===== src/include/rx_los_pkg.sv =====
package rx_los_pkg;
    typedef enum logic [1:0] {
        MODE_DS3 = 2'h0,
        MODE_E3 = 2'h1,
        MODE_STS1 = 2'h2
    } line_mode_e;

    typedef enum logic [1:0] {
        LOS_CLEAR = 2'h0,
        LOS_DECLARED = 2'h1
    } los_state_e;

    localparam int ZERO_CNT_W = 8;
    localparam logic [7:0] LOS_DECLARE_ZEROS = 8'hc0;
    localparam logic [7:0] LOS_CLEAR_BITS = 8'hc0;
    localparam logic [7:0] EXZ_RUN_DS3 = 8'h03;
    localparam logic [7:0] EXZ_RUN_E3 = 8'h04;
    localparam int LOCK_SET_PPM = 7900;
    localparam int LOCK_CLR_PPM = 7700;
    localparam int PPM_SCALE = 1000000;
    localparam int GAIN_W = 8;
    localparam int TERM_ADJ_W = 4;
endpackage


===== src/core/change_irq.sv =====
module change_irq (
    input wire logic core_clk,
    input wire logic rst,
    input wire logic level,
    input wire logic enable,
    output logic irq
);
    logic prev_reg;

    always_ff @(posedge core_clk) begin
        if (rst) begin
            prev_reg <= 1'b0;
        end else begin
            prev_reg <= level;
        end
    end

    assign irq = enable & (level ^ prev_reg);
endmodule


===== src/core/rx_signal_loss_monitor.sv =====
// What this block does
// - Declare loss after 192 consecutive zero bits out of data recovery.
// - Clear loss after 192 recovered bit periods with no excess-zero run.
// - Excess-zero run is three zeros in DS3/STS-1, four zeros in E3.
// - Loss status bit follows loss; loss pin too in hardware mode.
// - Each loss status change raises an interrupt request when enabled.
// - Loss is declared only while the zero-substitution decoder is enabled.
// - Lock lost set above 7900ppm offset, cleared below 7700ppm offset.
// - Lock lost is never set while the reference clock is absent.
// - Each lock lost status change raises an interrupt request when enabled.
// - Analog signal loss forces all-zero recovered data.
// - Analog loss mirrored in a status bit; changes interrupt when enabled.
// - During loss the receive clock comes from the reference clock.
// - Enabled preamp decides its gain itself and reports it in a status bit.
// - Each preamp-active change raises an interrupt request when enabled.
// - Termination only via its control bit in processor mode; 4-bit adjust.
// - Current receiver gain level is readable and tracks in real time.
// - Recovery and lock monitoring are timed from the reference clock.
module rx_signal_loss_monitor #(
    parameter int LOCK_WINDOW = 65536,
    parameter int EXPECTED_BITS = 14660,
    parameter int REF_BIT_DIV = 4
) (
    input wire logic core_clk,
    input wire logic rst,
    input wire logic rec_bit_valid,
    input wire logic rec_pulse,
    input wire rx_los_pkg::line_mode_e line_mode,
    input wire logic zero_subst_decode_disable,
    input wire logic hw_mode,
    input wire logic analog_signal_loss,
    input wire logic ref_clk_present,
    input wire logic monitor_preamp_enable_pin,
    input wire logic monitor_preamp_enable,
    input wire logic preamp_gain_wanted,
    input wire logic rx_internal_term_enable,
    input wire logic [rx_los_pkg::TERM_ADJ_W-1:0] rx_term_resistor_adjust,
    input wire logic [rx_los_pkg::GAIN_W-1:0] gain_level_in,
    input wire logic rx_loss_irq_enable,
    input wire logic lock_lost_irq_enable,
    input wire logic analog_loss_irq_enable,
    input wire logic preamp_active_irq_enable,
    output logic rx_loss_indication,
    output logic rx_loss_pin,
    output logic rx_lock_lost,
    output logic analog_loss_status,
    output logic preamp_active_status,
    output logic irq_request,
    output logic rx_data_out,
    output logic rx_bit_strobe_out,
    output logic rx_clk_from_ref,
    output logic rx_term_enable,
    output logic [rx_los_pkg::TERM_ADJ_W-1:0] rx_term_adjust,
    output logic [rx_los_pkg::GAIN_W-1:0] rx_gain_level
);
    import rx_los_pkg::*;

    localparam int WIN_W = $clog2(LOCK_WINDOW + 1);
    // Sized for a bit on every cycle, so a runaway clock cannot wrap it.
    localparam int CNT_W = $clog2(LOCK_WINDOW + EXPECTED_BITS + 1);
    localparam int DIV_W = $clog2(REF_BIT_DIV + 1);
    localparam logic [WIN_W-1:0] WIN_LAST = WIN_W'(LOCK_WINDOW - 1);
    localparam logic [CNT_W-1:0] EXP_CNT = CNT_W'(EXPECTED_BITS);
    localparam logic [CNT_W-1:0] SET_TH =
        CNT_W'(EXPECTED_BITS * LOCK_SET_PPM / PPM_SCALE);
    localparam logic [CNT_W-1:0] CLR_TH =
        CNT_W'((EXPECTED_BITS * LOCK_CLR_PPM + PPM_SCALE - 1) / PPM_SCALE);
    localparam logic [DIV_W-1:0] DIV_LAST = DIV_W'(REF_BIT_DIV - 1);

    los_state_e los_reg;
    los_state_e los_next;
    logic [ZERO_CNT_W-1:0] zero_cnt_reg;
    logic [ZERO_CNT_W-1:0] zero_cnt_next;
    logic [ZERO_CNT_W-1:0] clear_cnt_reg;
    logic [ZERO_CNT_W-1:0] clear_cnt_next;
    logic [WIN_W-1:0] win_cnt_reg;
    logic [CNT_W-1:0] bit_cnt_reg;
    logic lock_lost_reg;
    logic lock_lost_next;
    logic [DIV_W-1:0] div_cnt_reg;
    logic ref_strobe_reg;
    logic data_reg;
    logic strobe_reg;
    logic [GAIN_W-1:0] gain_reg;

    // Muting the data feeds the digital detector, so loss follows.
    wire data_bit = rec_pulse & ~analog_signal_loss;
    wire [ZERO_CNT_W-1:0] exz_run =
        (line_mode == MODE_E3) ? EXZ_RUN_E3 : EXZ_RUN_DS3;
    wire zero_sat = (zero_cnt_reg == LOS_DECLARE_ZEROS);
    // Every zero beyond the run length is still part of the occurrence.
    wire exz_hit = rec_bit_valid & ~data_bit &
        (zero_cnt_next >= exz_run);
    wire los_set = rec_bit_valid & ~zero_subst_decode_disable &
        (zero_cnt_next == LOS_DECLARE_ZEROS);
    wire los_clr = rec_bit_valid & (clear_cnt_next == LOS_CLEAR_BITS);
    wire los_now = (los_reg == LOS_DECLARED);
    wire win_end = (win_cnt_reg == WIN_LAST);
    wire [CNT_W-1:0] bit_cnt_inc = bit_cnt_reg + CNT_W'(rec_bit_valid);
    wire [CNT_W-1:0] freq_diff = (bit_cnt_inc > EXP_CNT) ?
        (bit_cnt_inc - EXP_CNT) : (EXP_CNT - bit_cnt_inc);
    wire lock_set = win_end & ref_clk_present & (freq_diff > SET_TH);
    wire lock_clr = win_end & (freq_diff < CLR_TH);
    wire preamp_on = monitor_preamp_enable_pin | monitor_preamp_enable;
    wire irq_los;
    wire irq_lock;
    wire irq_analog_signal_loss;
    wire irq_preamp;

    // Counter restarts on a pulse and holds at the threshold.
    assign zero_cnt_next = data_bit ? '0 :
        (zero_sat ? zero_cnt_reg : zero_cnt_reg + 8'h01);
    // Span restarts at each excess-zero run while loss stands.
    assign clear_cnt_next = (exz_hit || !los_now) ? '0 :
        ((clear_cnt_reg == LOS_CLEAR_BITS) ? clear_cnt_reg :
        clear_cnt_reg + 8'h01);

    always_comb begin
        los_next = los_reg;
        case (los_reg)
            LOS_CLEAR: begin
                if (los_set) begin
                    los_next = LOS_DECLARED;
                end
            end
            LOS_DECLARED: begin
                if (zero_subst_decode_disable) begin
                    los_next = LOS_CLEAR;
                end else if (los_clr && !los_set) begin
                    los_next = LOS_CLEAR;
                end
            end
            default: begin
                los_next = LOS_CLEAR;
            end
        endcase
    end

    // Set has priority, and an absent reference blocks only the set.
    assign lock_lost_next = lock_set ? 1'b1 :
        (lock_clr ? 1'b0 : lock_lost_reg);

    always_ff @(posedge core_clk) begin
        if (rst) begin
            los_reg <= LOS_CLEAR;
            zero_cnt_reg <= '0;
            clear_cnt_reg <= '0;
        end else begin
            los_reg <= los_next;
            if (rec_bit_valid) begin
                zero_cnt_reg <= zero_cnt_next;
                clear_cnt_reg <= clear_cnt_next;
            end
        end
    end

    // Frequency is measured in reference clock windows.
    always_ff @(posedge core_clk) begin
        if (rst) begin
            win_cnt_reg <= '0;
            bit_cnt_reg <= '0;
            lock_lost_reg <= 1'b0;
        end else begin
            win_cnt_reg <= win_end ? '0 : win_cnt_reg + WIN_W'(1);
            bit_cnt_reg <= win_end ? '0 : bit_cnt_inc;
            lock_lost_reg <= lock_lost_next;
        end
    end

    // The reference bit strobe stands in for the recovered clock.
    always_ff @(posedge core_clk) begin
        if (rst) begin
            div_cnt_reg <= '0;
            ref_strobe_reg <= 1'b0;
            data_reg <= 1'b0;
            strobe_reg <= 1'b0;
            gain_reg <= '0;
        end else begin
            div_cnt_reg <= (div_cnt_reg == DIV_LAST) ?
                '0 : div_cnt_reg + DIV_W'(1);
            ref_strobe_reg <= (div_cnt_reg == DIV_LAST);
            data_reg <= rec_bit_valid ? data_bit : data_reg;
            strobe_reg <= los_now ? ref_strobe_reg : rec_bit_valid;
            gain_reg <= gain_level_in;
        end
    end

    change_irq u_irq_los (
        .core_clk(core_clk),
        .rst(rst),
        .level(los_now),
        .enable(rx_loss_irq_enable),
        .irq(irq_los)
    );
    change_irq u_irq_lock (
        .core_clk(core_clk),
        .rst(rst),
        .level(lock_lost_reg),
        .enable(lock_lost_irq_enable),
        .irq(irq_lock)
    );
    change_irq u_irq_analog_signal_loss (
        .core_clk(core_clk),
        .rst(rst),
        .level(analog_signal_loss),
        .enable(analog_loss_irq_enable),
        .irq(irq_analog_signal_loss)
    );
    change_irq u_irq_preamp (
        .core_clk(core_clk),
        .rst(rst),
        .level(preamp_active_status),
        .enable(preamp_active_irq_enable),
        .irq(irq_preamp)
    );

    assign irq_request =
        irq_los | irq_lock | irq_analog_signal_loss | irq_preamp;
    assign rx_loss_indication = los_now;
    assign rx_loss_pin = los_now & hw_mode;
    assign rx_lock_lost = lock_lost_reg;
    assign analog_loss_status = analog_signal_loss;
    assign preamp_active_status = preamp_on & preamp_gain_wanted;
    assign rx_data_out = data_reg;
    assign rx_bit_strobe_out = strobe_reg;
    assign rx_clk_from_ref = los_now;
    // Hardware mode has no way to set the control bit, so it never terminates.
    assign rx_term_enable = rx_internal_term_enable & ~hw_mode;
    assign rx_term_adjust =
        rx_term_enable ? rx_term_resistor_adjust : '0;
    assign rx_gain_level = gain_reg;

    property p_declare;
        @(posedge core_clk) disable iff (rst)
        (!los_now && los_set) |=> los_now;
    endproperty
    a_declare: assert property (p_declare)
        else $error("loss not declared after zero run");

    property p_no_early_declare;
        @(posedge core_clk) disable iff (rst)
        (!los_now && zero_cnt_reg < 8'hbf) |=> !los_now;
    endproperty
    a_no_early_declare: assert property (p_no_early_declare)
        else $error("loss declared before zero run ended");

    property p_clear;
        @(posedge core_clk) disable iff (rst)
        $fell(los_now) |-> ($past(clear_cnt_next) == LOS_CLEAR_BITS ||
            $past(zero_subst_decode_disable));
    endproperty
    a_clear: assert property (p_clear)
        else $error("loss cleared without a clean span");

    property p_exz_restart;
        @(posedge core_clk) disable iff (rst)
        (los_now && exz_hit) |=> (clear_cnt_reg == 8'h00);
    endproperty
    a_exz_restart: assert property (p_exz_restart)
        else $error("clear span not restarted by excess zeros");

    property p_pin;
        @(posedge core_clk) disable iff (rst)
        rx_loss_pin == (rx_loss_indication && hw_mode);
    endproperty
    a_pin: assert property (p_pin)
        else $error("loss pin disagrees with status");

    property p_irq_los;
        @(posedge core_clk) disable iff (rst)
        ($changed(los_now) && rx_loss_irq_enable) |-> irq_request;
    endproperty
    a_irq_los: assert property (p_irq_los)
        else $error("loss change gave no interrupt");

    property p_decode_off;
        @(posedge core_clk) disable iff (rst)
        zero_subst_decode_disable |=> !los_now;
    endproperty
    a_decode_off: assert property (p_decode_off)
        else $error("loss declared with decoder disabled");

    property p_lock_ref;
        @(posedge core_clk) disable iff (rst)
        (!ref_clk_present && !lock_lost_reg) |=> !lock_lost_reg;
    endproperty
    a_lock_ref: assert property (p_lock_ref)
        else $error("lock lost set without reference");

    property p_mute;
        @(posedge core_clk) disable iff (rst)
        (analog_signal_loss && rec_bit_valid) |=> !rx_data_out;
    endproperty
    a_mute: assert property (p_mute)
        else $error("data not muted during analog loss");

    property p_sat;
        @(posedge core_clk) disable iff (rst)
        zero_cnt_reg <= LOS_DECLARE_ZEROS;
    endproperty
    a_sat: assert property (p_sat)
        else $error("zero counter passed its threshold");

    c_declare: cover property (@(posedge core_clk) $rose(los_now));
    c_clear: cover property (@(posedge core_clk) $fell(los_now));
    c_lock: cover property (@(posedge core_clk) $rose(lock_lost_reg));
    c_irq: cover property (@(posedge core_clk) irq_request);
endmodule


===== config.mk =====
export PLATFORM = sky130hd
export DESIGN_NAME = rx_signal_loss_monitor
export DESIGN_NICKNAME = d
export VERILOG_FILES = /design/src/include/rx_los_pkg.sv /design/src/core/change_irq.sv /design/src/core/rx_signal_loss_monitor.sv
export SDC_FILE = /design/constraint.sdc
export NUM_CORES = 1
export LEC_CHECK = 0
export BUFFER_PORTS_ARGS = -buffer_cell sky130_fd_sc_hd__buf_2
export CORE_ASPECT_RATIO = 0.6
export CORE_MARGIN = 2
export CORE_UTILIZATION = 30
export CTS_CLUSTER_DIAMETER = 150
export DETAILED_ROUTE_END_ITERATION = 16
export HOLD_SLACK_MARGIN = 0.05
export PLACE_DENSITY = 0.51
export SLEW_MARGIN = 20
export SYNTH_ARGS = -nofsm -noshare
export SYNTH_HDL_FRONTEND = slang
export SYNTH_SLANG_ARGS = --single-unit

===== constraint.sdc =====
create_clock -name core_clk -period 3.3 [get_ports core_clk]
set_input_delay 0.165 -clock core_clk [delete_from_list [all_inputs] [get_ports core_clk]]
set_output_delay 0.165 -clock core_clk [all_outputs]
set_load 0.02 [all_outputs]

==> results of run 1 <==
Yosys cell counts (4+ instances only):
| master | number | area [µm²] |
|---|---|---|
| sky130_fd_sc_hd__xor2_1 | 28 | 245.2 |
| sky130_fd_sc_hd__or3_1 | 6 | 37.54 |
| sky130_fd_sc_hd__and2_1 | 14 | 87.58 |
| sky130_fd_sc_hd__buf_2 | 10 | 50.05 |
| sky130_fd_sc_hd__ha_1 | 17 | 212.7 |
| sky130_fd_sc_hd__nand4_1 | 10 | 62.56 |
| sky130_fd_sc_hd__nand2b_1 | 5 | 31.28 |
| sky130_fd_sc_hd__inv_1 | 22 | 82.58 |
| sky130_fd_sc_hd__nor3_1 | 22 | 110.1 |
| sky130_fd_sc_hd__clkbuf_1 | 15 | 56.30 |
| sky130_fd_sc_hd__o21ai_0 | 21 | 105.1 |
| sky130_fd_sc_hd__a21oi_1 | 24 | 120.1 |
| sky130_fd_sc_hd__nand2_1 | 36 | 135.1 |
| sky130_fd_sc_hd__nor3b_1 | 11 | 82.58 |
| sky130_fd_sc_hd__dfxtp_1 | 70 | 1401 |
| sky130_fd_sc_hd__nor2_1 | 66 | 247.7 |
| sky130_fd_sc_hd__nor4_1 | 9 | 56.30 |
| sky130_fd_sc_hd__nor2b_1 | 18 | 112.6 |
| sky130_fd_sc_hd__and3_1 | 16 | 100.1 |
| sky130_fd_sc_hd__buf_6 | 5 | 56.30 |
| sky130_fd_sc_hd__and4_1 | 6 | 52.55 |
| sky130_fd_sc_hd__xnor2_1 | 23 | 201.4 |
| sky130_fd_sc_hd__o211ai_1 | 4 | 30.03 |
| sky130_fd_sc_hd__a31oi_1 | 11 | 68.82 |
| sky130_fd_sc_hd__nand3_1 | 19 | 95.09 |
| sky130_fd_sc_hd__o31ai_1 | 4 | 30.03 |
| sky130_fd_sc_hd__mux2i_1 | 7 | 70.07 |
logic make-up after synthesis:
family | share of synthesized area [%]
multiplexers | 2.262
AO/OA/AOI/OAI | 16.74
adder cells (fa/ha/maj) | 4.633
AND/OR/NAND/NOR | 30.12
buffers and inverters | 5.996
flip-flops | 30.53
XOR/XNOR | 9.730
final cells by class:
type                       count  share of cell area, %
tap                          198                  4.057
inverter                      22                  1.352
sequential                    70                  23.03
timing repair buffer         130                  14.53
clock inverter                 6                  1.045
multi-input combinational    439                  52.30
clock buffer                   9                  3.688
final timing paths:
path                    start               end  slack (ps)
min          gain_level_in[0]  rx_gain_level[0]          60
min reg2reg    div_cnt_reg[0]    div_cnt_reg[0]         430
max            bit_cnt_reg[0]      rx_lock_lost         120
max reg2reg    bit_cnt_reg[0]      rx_lock_lost         120
layer usage:
layer  track usage (%)  vias up  share of wire, %
li1                  -     2228                 -
met1             25.62     2098                53
met2             20.81      144                38
met3             4.917       10               7.6
met4             4.386        0              0.82
met5                 0        -                 0
power groups by stage:
| stage | clock [mW] | sequential, mW | combinational, mW |
|---|---|---|---|
| after floorplan | 0 | 0.899 | 0.125 |
| after global placement | 0 | 0.890 | 0.207 |
| after detailed placement | 0 | 0.892 | 0.210 |
| after CTS | 0.996 | 0.874 | 0.226 |
| after global routing | 1.03 | 0.877 | 0.276 |
| final | 0.964 | 0.875 | 0.250 |
critical path, delay by kind of cell (launching register included):
family / cells / cell delay, ps
buffers and inverters: 2 / 240
AOI/OAI and AO/OA: 4 / 920
DFF: 1 / 330
adders and majority gates: 1 / 140
muxes: 2 / 410
and+or+nand+nor: 4 / 1080
what timing repair did:
action,CTS,global route
cloned,0,0
pin swaps,6,25
hold buffers,8,0
setup endpoints to repair,3,10
hold endpoints to repair,8,0
resized for setup,10,52
buffers inserted,4,10
==> results list, run 1 <==
* Outcome: finished, final reports clean
* Layout Cell Area excl Fill: 6107 µm²
- Crit path cell chain: ha_4 -> buf_6 -> buf_4 -> nand3_1 -> or3_4 -> and2_1 -> mux2_2 -> o32a_1 -> nor4_4 -> mux2i_4 -> a211o_1 -> a211oi_2 -> a211o_1
* Sequential Power Share: 41.9%
* Final number of setup-violating endpoints: 0
* Total Neg Setup Slack: 0 ps
- Entering global routing, the biggest net connects 39 pins.
* Routed vias/inst: 5.126
- Wires add up to 13.22 mm.
- Cells on Worst Hold Path: 2
- Area used by sequential logic in the layout: approximately 1400 µm²
- Relative contribution of combinational cells to total power: 11.9%
* Max-slew violation count: 0
- Net Sw Power: approximately 0.53 mW
- Synthesis handed over a netlist of 566 instances.
- Area of the multi-input gates: 3194 µm²
* Clock-pin slew on the worst setup and hold paths: ~60 ps
- Worst Path Arrival: 3460 ps
- Fraction of the yosys area taken by sequential cells: 30.53%
* Final weighted congestion in routability-driven placement: 0.8753
* Nets: 719
- Final cycle utilization of the critical path: 96.50%
- Starting density of the core: 31.19%
- The design draws 2.088 mW.
- The detailed router placed 4,480 vias in this run.
- Leakage power total: 2.457 nW
- In this run the power density over the cells is ~340 nW/µm².
- Leading register cell type out of synthesis: sky130_fd_sc_hd__dfxtp_1
* Total global routing overflow: 0
* Via count of the first global-routing pass: 4,049
- Total internal power: about 1.6 mW
* Std-Cell Core Area: 14,720 µm²
- Average cell area after synthesis: 8.111 µm²
- In this run the cell area of the synthesized design comes to 4591 µm².
* WP data required: ~3600 ps
- Setup repair after global routing could not meet its margin everywhere.
* Setup WS pre-CTS: -235.7 ps
* Wire length per cell after detailed routing: 15.12 µm
- Share of final-layout standard cells stronger than drive strength 1: 29.59%
- Flop and latch count out of synthesis: 70
* First-iteration detailed-routing DRC count: 237
* Area added between synthesis and finish: 33.03%
- Max rail drop VDD: 0.0001897 V
- Peak clock frequency supported by timing: between 300 and 400 MHz
- The synthesized design contains 0 enable-type register cells.
- Max Cap Viol: 0
- Setup slack closes at about 120 ps.
- The hold violation total from the final report came to 0.
- The synthesized netlist contains 70 unique library cells.
- Util after Layout: 41.49%
- Buffers inserted during clock tree synthesis total 9.
* Area of the die: between 15,000 and 20,000 µm²
- Counting cells, the worst reg-to-reg path comes to 13.
* Number of levels in the clock H-tree: 3
- The cell that appears most often on the critical path is sky130_fd_sc_hd__a211o_1.
* Startpoint type of the worst setup path: flop
* Synth warnings: 0
* Net count after synthesis: 613
* Dpl cells: 837
- Number of sinks handled by clock tree synthesis: 70
- Commonest non-fill, non-tap cells in the layout: 66 x sky130_fd_sc_hd__dfxtp_1, 66 x sky130_fd_sc_hd__buf_4, 64 x sky130_fd_sc_hd__nor2_1
- CP max stage cell: sky130_fd_sc_hd__or3_4
- Clk_lat worst skew: 340 ps
- HPWL after detailed placement: around 9.8 mm
* Number of port buffers: 51
- The die is 163.7 µm wide.
* Final routed DRC violation total: 0
- Number of antenna violations at the first check in global routing: 1
- Die boundary height: roughly 100 µm
- Clock network power share: between 40% and 50%
- Clock skew on the completed layout was measured at between 7 and 8 ps.
- Worst-Margin Slew: 724.0 ps
* Setup CP Type: reg -> reg
- GR Util All Layers: approximately 16%
* Root cell of the clock tree: sky130_fd_sc_hd__clkbuf_16
* Hold Crit Class: in -> reg
- For this design the top-level I/O count stands at 52.
- The number of antenna diodes in the final layout is 0.
- On the worst path, the slowest cell contributes a delay of between 300 and 400 ps.
- Of all nets on the critical path, the largest fanout is 6.
* Worst hold-check slack: 61.55 ps
* Post-layout min period: 3184 ps
- The worst setup path is captured at a flop.
- Post-route antenna net violation count: 0
- In this run the deepest clock path goes through 2 buffers.
- The first detailed-routing pass ran for 5 iterations.
- Wire length of the first global-routing pass: roughly 21 mm
- Post-detailed-placement cell area: 5351 µm²
- Measured against its own limit, the worst slew margin works out to 51.73%.
* Layout fillers: 1,507
- Net switching is 25.36% of the power.
- Count of standard-cell rows: 34
* CTS tree: yes
- Post-layout instance count excluding filler cells: 874
- For this run, asynchronously set or reset flops after synthesis account for 0%.
No activity file was read; power rests on OpenSTA's default activity.
==> inputs of run 2 (changes only) <==
- ABC_CLOCK_PERIOD_IN_PS: default -> 4100
- CTS_CLUSTER_DIAMETER: 150 -> 200
- PLACE_DENSITY: 0.51 -> 0.5
- clock period: 3.3 -> 4.1 ns (I/O delays scaled with it)
==> run 2 against run 1 <==
Effect of this change: clock power down 18%; cell count shrank 7.9%; combinational power down 35%; core utilization is 5.7 points lower.
==> results list, run 2 (synthesis gave the netlist of run 1 again) <==
- The worst setup path is launched from a flop.
* Number of sinks handled by clock tree synthesis: 70
* Number of levels in the clock H-tree: 3
- X dimension of the die: 163.7 µm
- Setup repair after global routing left no endpoint under its margin.
- Worst Path Arrival: 3990 ps
- For the pin with the worst max-slew slack, the measured transition is 808.0 ps.
- After detailed routing, the average wire length per cell comes to 15.18 µm.
- HPWL after detailed placement: 9.119 mm
* Post-detailed-placement cell area: 4969 µm²
* Final routed DRC violation total: 0
- After detailed placement, the design holds a cell count of between 700 and 800.
- The routed layout has 4,269 vias.
- The initial utilization of the core area, before any placement, comes to 31.19%.
- Combinational logic burns under 10% of the power.
* Count of standard-cell rows: 34
- The core region is 14,720 µm².
- Number of antenna violations at the first check in global routing: 0
- GR Util All Layers: between 15 and 20%
* Fraction of met1 tracks used by global routing: 23.22%
- Number of hold violations in the final report: 0
- Area added between synthesis and finish: 14.66%
- For this design the ratio of total power to cell area is 313.9 nW/µm².
- Per report_power, the clock group accounts for 47.6% of the total.
- Entering global routing, the biggest net connects 39 pins.
- Hold is met by 72.04 ps.
- Post-layout instance count excluding filler cells: 805
* Number of ports placed on the die boundary: 52
- Root cell of the clock tree: sky130_fd_sc_hd__clkbuf_16
* Leading cell type in the layout, fill and taps excluded: sky130_fd_sc_hd__dfxtp_1
* Max rail drop VDD: 0.0001717 V
* Normalized max-slew margin: a little under half
* Final weighted congestion in routability-driven placement: 0.9290
- Of the total power, the share spent switching nets is 27.97%.
- Number of detailed-routing iterations run before antenna repair: 5
* Nets: about 650
- First-iteration detailed-routing DRC count: 333
- Hold Crit Class: in -> reg
* Total CTS buffers: 9
* Via count of the first global-routing pass: between 3,000 and 4,000
- Outcome: finished, final reports clean
- In the final timing run, aggregate negative setup slack is 0 ps.
* Total internal power: 1.190 mW
- Crit-path max FO: 10
- After global routing, the most crowded layer is met1.
- Max-cap violations in this run came to 0.
* Area of the die: 16,340 µm²
- Clock-pin slew on the worst setup and hold paths: 70 ps
- Final cycle utilization of the critical path: 91.61%
- Total global routing overflow: 0
- The finished cells cover 5264 µm².
- Net Sw Power: 0.4621 mW
- Final Skew: 10.03 ps
- Of the cells placed in the final design, the portion with a size suffix greater than 1 is roughly 15%.
- During placement, the flow inserted port buffers numbering 51.
- The count of nets left with antenna violations once routing finished came out at 0.
- Wire length of the first global-routing pass: 19.76 mm
- The repair_antennas step left the layout with diodes totalling 0.
- Hold buffer count at cts: 0
* WP data required: between 4000 and 5000 ps
* Routed vias/inst: 5.303
- No sink is reached through more buffers than the 2 on the longest clock path.
- Max-slew violation count: 0
* Post-layout min period: roughly 3800 ps
- For this run, the top clock speed supported by timing is roughly 270 MHz.
- Sequential Power Share: 42.6%
* Setup WS pre-CTS: 411.0 ps
* CTS tree: yes
* GRT met2 Usage: 20.94%
* Category of the worst setup path capture point: flop
- At the later pin of the worst-skew pair, clock insertion delay measures roughly 340 ps.
* Commonest non-fill, non-tap cells in the layout: 70 x sky130_fd_sc_hd__dfxtp_1, 66 x sky130_fd_sc_hd__nor2_1, 51 x sky130_fd_sc_hd__buf_2
- Util after Layout: 35.76%
* Leakage power total: around 2.1 nW
* Post-route worst setup slack: approximately 340 ps
- The design draws 1.652 mW.
* Final number of setup-violating endpoints: 0
* GR Util met3: 3.306%
* Post-CTS setup buffer count: 0
- The critical path is of the reg -> reg type.
- After clock tree synthesis, the repair step resized 0 gates.
- The final layout contains routed wiring with a total length of 12.22 mm.
- The die is 99.82 µm tall.
[run 2: final cells by class]
type | instances | area (µm²)
clock buffer | 9 | 225.2
clock inverter | 7 | 70.07
timing repair buffer | 60 | 322.8
fill | 1555 | 9455
sequential | 70 | 1401
inverter | 22 | 82.58
multi-input combinational | 439 | 2914
tap | 198 | 247.7
[run 2: power groups by stage]
stage / Clock [mW] / Combinational [mW] / Sequential [mW]
floorplan: 0 / 0.0985 / 0.723
global placement: 0 / 0.157 / 0.719
detailed placement: 0 / 0.160 / 0.720
CTS: 0.811 / 0.161 / 0.704
global route: 0.843 / 0.179 / 0.706
finish: 0.786 / 0.162 / 0.704
[run 2: critical path, cell delays in order (launching register included)]
cell and delay, ps:
sky130_fd_sc_hd__dfxtp_1 310, sky130_fd_sc_hd__ha_1 190, sky130_fd_sc_hd__ha_1 330, sky130_fd_sc_hd__xnor2_1 350
sky130_fd_sc_hd__inv_1 160, sky130_fd_sc_hd__ha_1 260, sky130_fd_sc_hd__a21oi_1 300, sky130_fd_sc_hd__nor3_1 140
sky130_fd_sc_hd__a22o_1 300, sky130_fd_sc_hd__a2111oi_2 360, sky130_fd_sc_hd__nor3_1 120, sky130_fd_sc_hd__xor2_1 180
sky130_fd_sc_hd__a2111oi_4 200, sky130_fd_sc_hd__nand4_1 160, sky130_fd_sc_hd__a211o_1 310
[run 2: worst paths after layout]
path	startpoint	endpoint	slack [ps]	cells past startpoint
max	bit_cnt_reg[0]	rx_lock_lost	340	14
min	gain_level_in[0]	rx_gain_level[0]	70	2
max reg2reg	bit_cnt_reg[0]	rx_lock_lost	340	14
min reg2reg	div_cnt_reg[0]	div_cnt_reg[0]	430	1
[run 2: metal layers]
metal | vias up | part of all wire [%]
met5 | - | 0
met4 | 0 | 1.4
met3 | 16 | 7.4
met2 | 169 | 40
met1 | 1995 | 51
li1 | 2089 | -
==> inputs of run 3 (changes only) <==
- CORE_MARGIN: 2 -> 5
- RECOVER_POWER: default -> 25
- SKIP_LAST_GASP: default -> 1
==> run 3 against run 2 <==
Effect of this change: the run now ends with capacitance limit, slew limit left; sequential share of layout area fell by 0.082 points; hold slack improved by 5.5 ps; first-iteration DRC count rose by 19%; clock skew fell by 1.9 ps; critical path type unchanged; highest routed layer unchanged.
==> results list, run 3 (synthesis gave the netlist of run 1 again) <==
- Clock-pin slew was measured on the worst setup and hold paths at 60 ps.
- Relative contribution of combinational cells to total power: 8.8%
- Starting density of the core: 30.21%
* CTS tree: yes
- Net Sw Power: 0.4091 mW
* Hold Crit Class: in -> reg
- Area of the multi-input gates: around 3000 µm²
- Setup repair after global routing left no endpoint under its margin.
- The floorplan step defined a die boundary enclosing ~18,000 µm².
* HPWL after detailed placement: 9.066 mm
* Number of detailed-routing iterations run before antenna repair: 5
- Number of ports placed on the die boundary: 52
- Crit-path max FO: 12
- Number of antenna violations at the first check in global routing: 0
* Worst hold-check slack: 77.58 ps
* Worst Path Arrival: 3970 ps
- Of the cells placed in the final design, the portion with a size suffix greater than 1 is 13.53%.
* Nets: approximately 650
* Post-route antenna net violation count: 0
- Max Cap Viol: 1
- Leading cell type in the layout, fill and taps excluded: sky130_fd_sc_hd__dfxtp_1
- Cell internal power was estimated by the tool at 1.306 mW.
- Number of sinks handled by clock tree synthesis: 70
* Share of total power consumed by net switching: 23.86%
- Diode count: 0
* Layout fillers: 1,573
* Detailed-route wire length: roughly 12 mm
- Setup WS pre-CTS: 337.3 ps
* Violations in the final reports: capacitance limit, slew limit
- Sequential Power Share: 41.2%
- Measured along the y axis, the die boundary spans 105.8 µm.
- Summing over every cut layer, the via total after detailed routing is about 4,200.
- For this run the aggregate overflow at the end of global routing stands at 0.
- At the later pin of the worst-skew pair, clock insertion delay measures around 330 ps.
- Entering global routing, the biggest net connects 39 pins.
- At the worst endpoint, the required time is 4380 ps.
- Final Skew: a little over 8 ps
- Summing all flip-flop and latch instances after layout gives 1401 µm².
- Number of levels in the clock H-tree: 3
- Tot Pwr: 1.715 mW
- Maximum buffer depth of the clock tree: 2
- Max rail drop VDD: about 0.00022 V
- The clock network burns 50.0% of the power.
- For this run, design rule violations remaining after detail routing come to 0.
- The core region is 15,200 µm².
- Count of standard-cell rows: 35
* X dimension of the die: 169.7 µm
- Summed over all cells, the static leakage comes to slightly above 2 nW.
- The library cells used most frequently in the layout, excluding fill and tap cells, are 70 x sky130_fd_sc_hd__dfxtp_1, 66 x sky130_fd_sc_hd__nor2_1, 40 x sky130_fd_sc_hd__buf_2.
* Root cell of the clock tree: sky130_fd_sc_hd__clkbuf_16
- Total CTS buffers: 9
- In this run the tightest slew margin relative to its limit is -26.30%.
- Number of hold violations in the final report: 0
* GR Util All Layers: 13.31%
- For this design the ratio of total power to cell area is 324.8 nW/µm².
- Buffers placed on the I/O ports in this run total 51.
- The flow ran to the end, but the final reports show violations.
- Total Neg Setup Slack: 0 ps
- Wire length per cell after detailed routing: 14.82 µm
- Post-layout min period: roughly 3700 ps
- In this run, the number of DRC markers left after iteration 0 of detailed routing was a little under 400.
* Post-route worst setup slack: about 410 ps
- Final number of setup-violating endpoints: 0
- Final weighted congestion in routability-driven placement: 0.8923
* Wire length of the first global-routing pass: approximately 20 mm
- Timing would allow up to 271.1 MHz.
- Area added between synthesis and finish: 15.02%
* Util after Layout: 34.75%
- For the pin with the worst max-slew slack, the measured transition is 1895 ps.
- After detailed routing, the number of vias per cell comes to between 5 and 6.
- The via count of the first global-routing pass came to approximately 3,800.
* Startpoint type of the worst setup path: flop
* Max-slew violation count: 39
- Final cycle utilization of the critical path: 89.96%
- Setup CP Type: reg -> reg
- The worst setup path is captured at a flop.
run 3: changes by cell type in the layout (fill, tap and decap cells not counted):
cell                        delta
sky130_fd_sc_hd__clkbuf_8      +1
sky130_fd_sc_hd__inv_6         -1
sky130_fd_sc_hd__bufinv_16     +2
sky130_fd_sc_hd__ha_1          -1
sky130_fd_sc_hd__ha_2          +1
sky130_fd_sc_hd__inv_8         -4
sky130_fd_sc_hd__clkinv_2      +1
sky130_fd_sc_hd__buf_4         -1
sky130_fd_sc_hd__clkbuf_1     +12
sky130_fd_sc_hd__buf_2        -11
run 3: critical path: stages (launching register included):
cell and delay, ps:
sky130_fd_sc_hd__dfxtp_1 640, sky130_fd_sc_hd__nand3_1 180, sky130_fd_sc_hd__xor2_1 400, sky130_fd_sc_hd__buf_4 240, sky130_fd_sc_hd__ha_1 250, sky130_fd_sc_hd__a21boi_0 380
sky130_fd_sc_hd__a21oi_1 140, sky130_fd_sc_hd__a2111oi_0 560, sky130_fd_sc_hd__mux2i_1 250, sky130_fd_sc_hd__a311o_1 320, sky130_fd_sc_hd__a31oi_1 180, sky130_fd_sc_hd__a211o_1 110
run 3: stage by stage:
step,area [µm²],instances
2_1_floorplan,4591,566
3_3_place_gp,4967,793
3_5_place_dp,4967,793
4_1_cts,5291,809
5_1_grt,5280,809
6_report,5280,809
run 3: per-layer routing:
| layer | vias up | part of all wire, % | GRT usage, % |
|---|---|---|---|
| li1 | 2081 | - | - |
| met1 | 1977 | 54 | 22.02 |
| met2 | 130 | 37 | 16.24 |
| met3 | 8 | 8.5 | 3.973 |
| met4 | 0 | 0.50 | 2.298 |
| met5 | - | 0 | 0 |
run 3: repair_timing:
item,CTS,global route
endpoints found under the setup margin,0,1
setup buffers,0,0
hold buffers,0,0
gates resized for setup,0,1
hold endpoints to repair,0,0
run 3: area by class of cell:
cell class,instances,area share (%)
Timing Repair Buffer,59,5.711
Tap cell,203,4.810
Clock buffer,11,4.597
Clock inverter,5,1.540
Sequential cell,70,26.54
Inverter,22,1.564
Multi-Input combinational cell,439,55.24
run 3: power by group through the flow:
| stage | sequential [mW] | clock [mW] | combinational [mW] |
|---|---|---|---|
| after CTS | 0.706 | 0.884 | 0.152 |
| final | 0.706 | 0.858 | 0.151 |
| after detailed placement | 0.721 | 0 | 0.151 |
| after global routing | 0.708 | 0.909 | 0.169 |
| after global placement | 0.720 | 0 | 0.149 |
| after floorplan | 0.723 | 0 | 0.0985 |
run 3: worst paths after layout:
path                    startpoint                to  slack [ps]  cells after the start
hold reg to reg     div_cnt_reg[0]    div_cnt_reg[0]         420                      1
hold / removal    gain_level_in[0]  rx_gain_level[0]          80                      2
setup reg to reg    bit_cnt_reg[2]      rx_lock_lost         410                     11
setup / recovery    bit_cnt_reg[2]      rx_lock_lost         410                     11
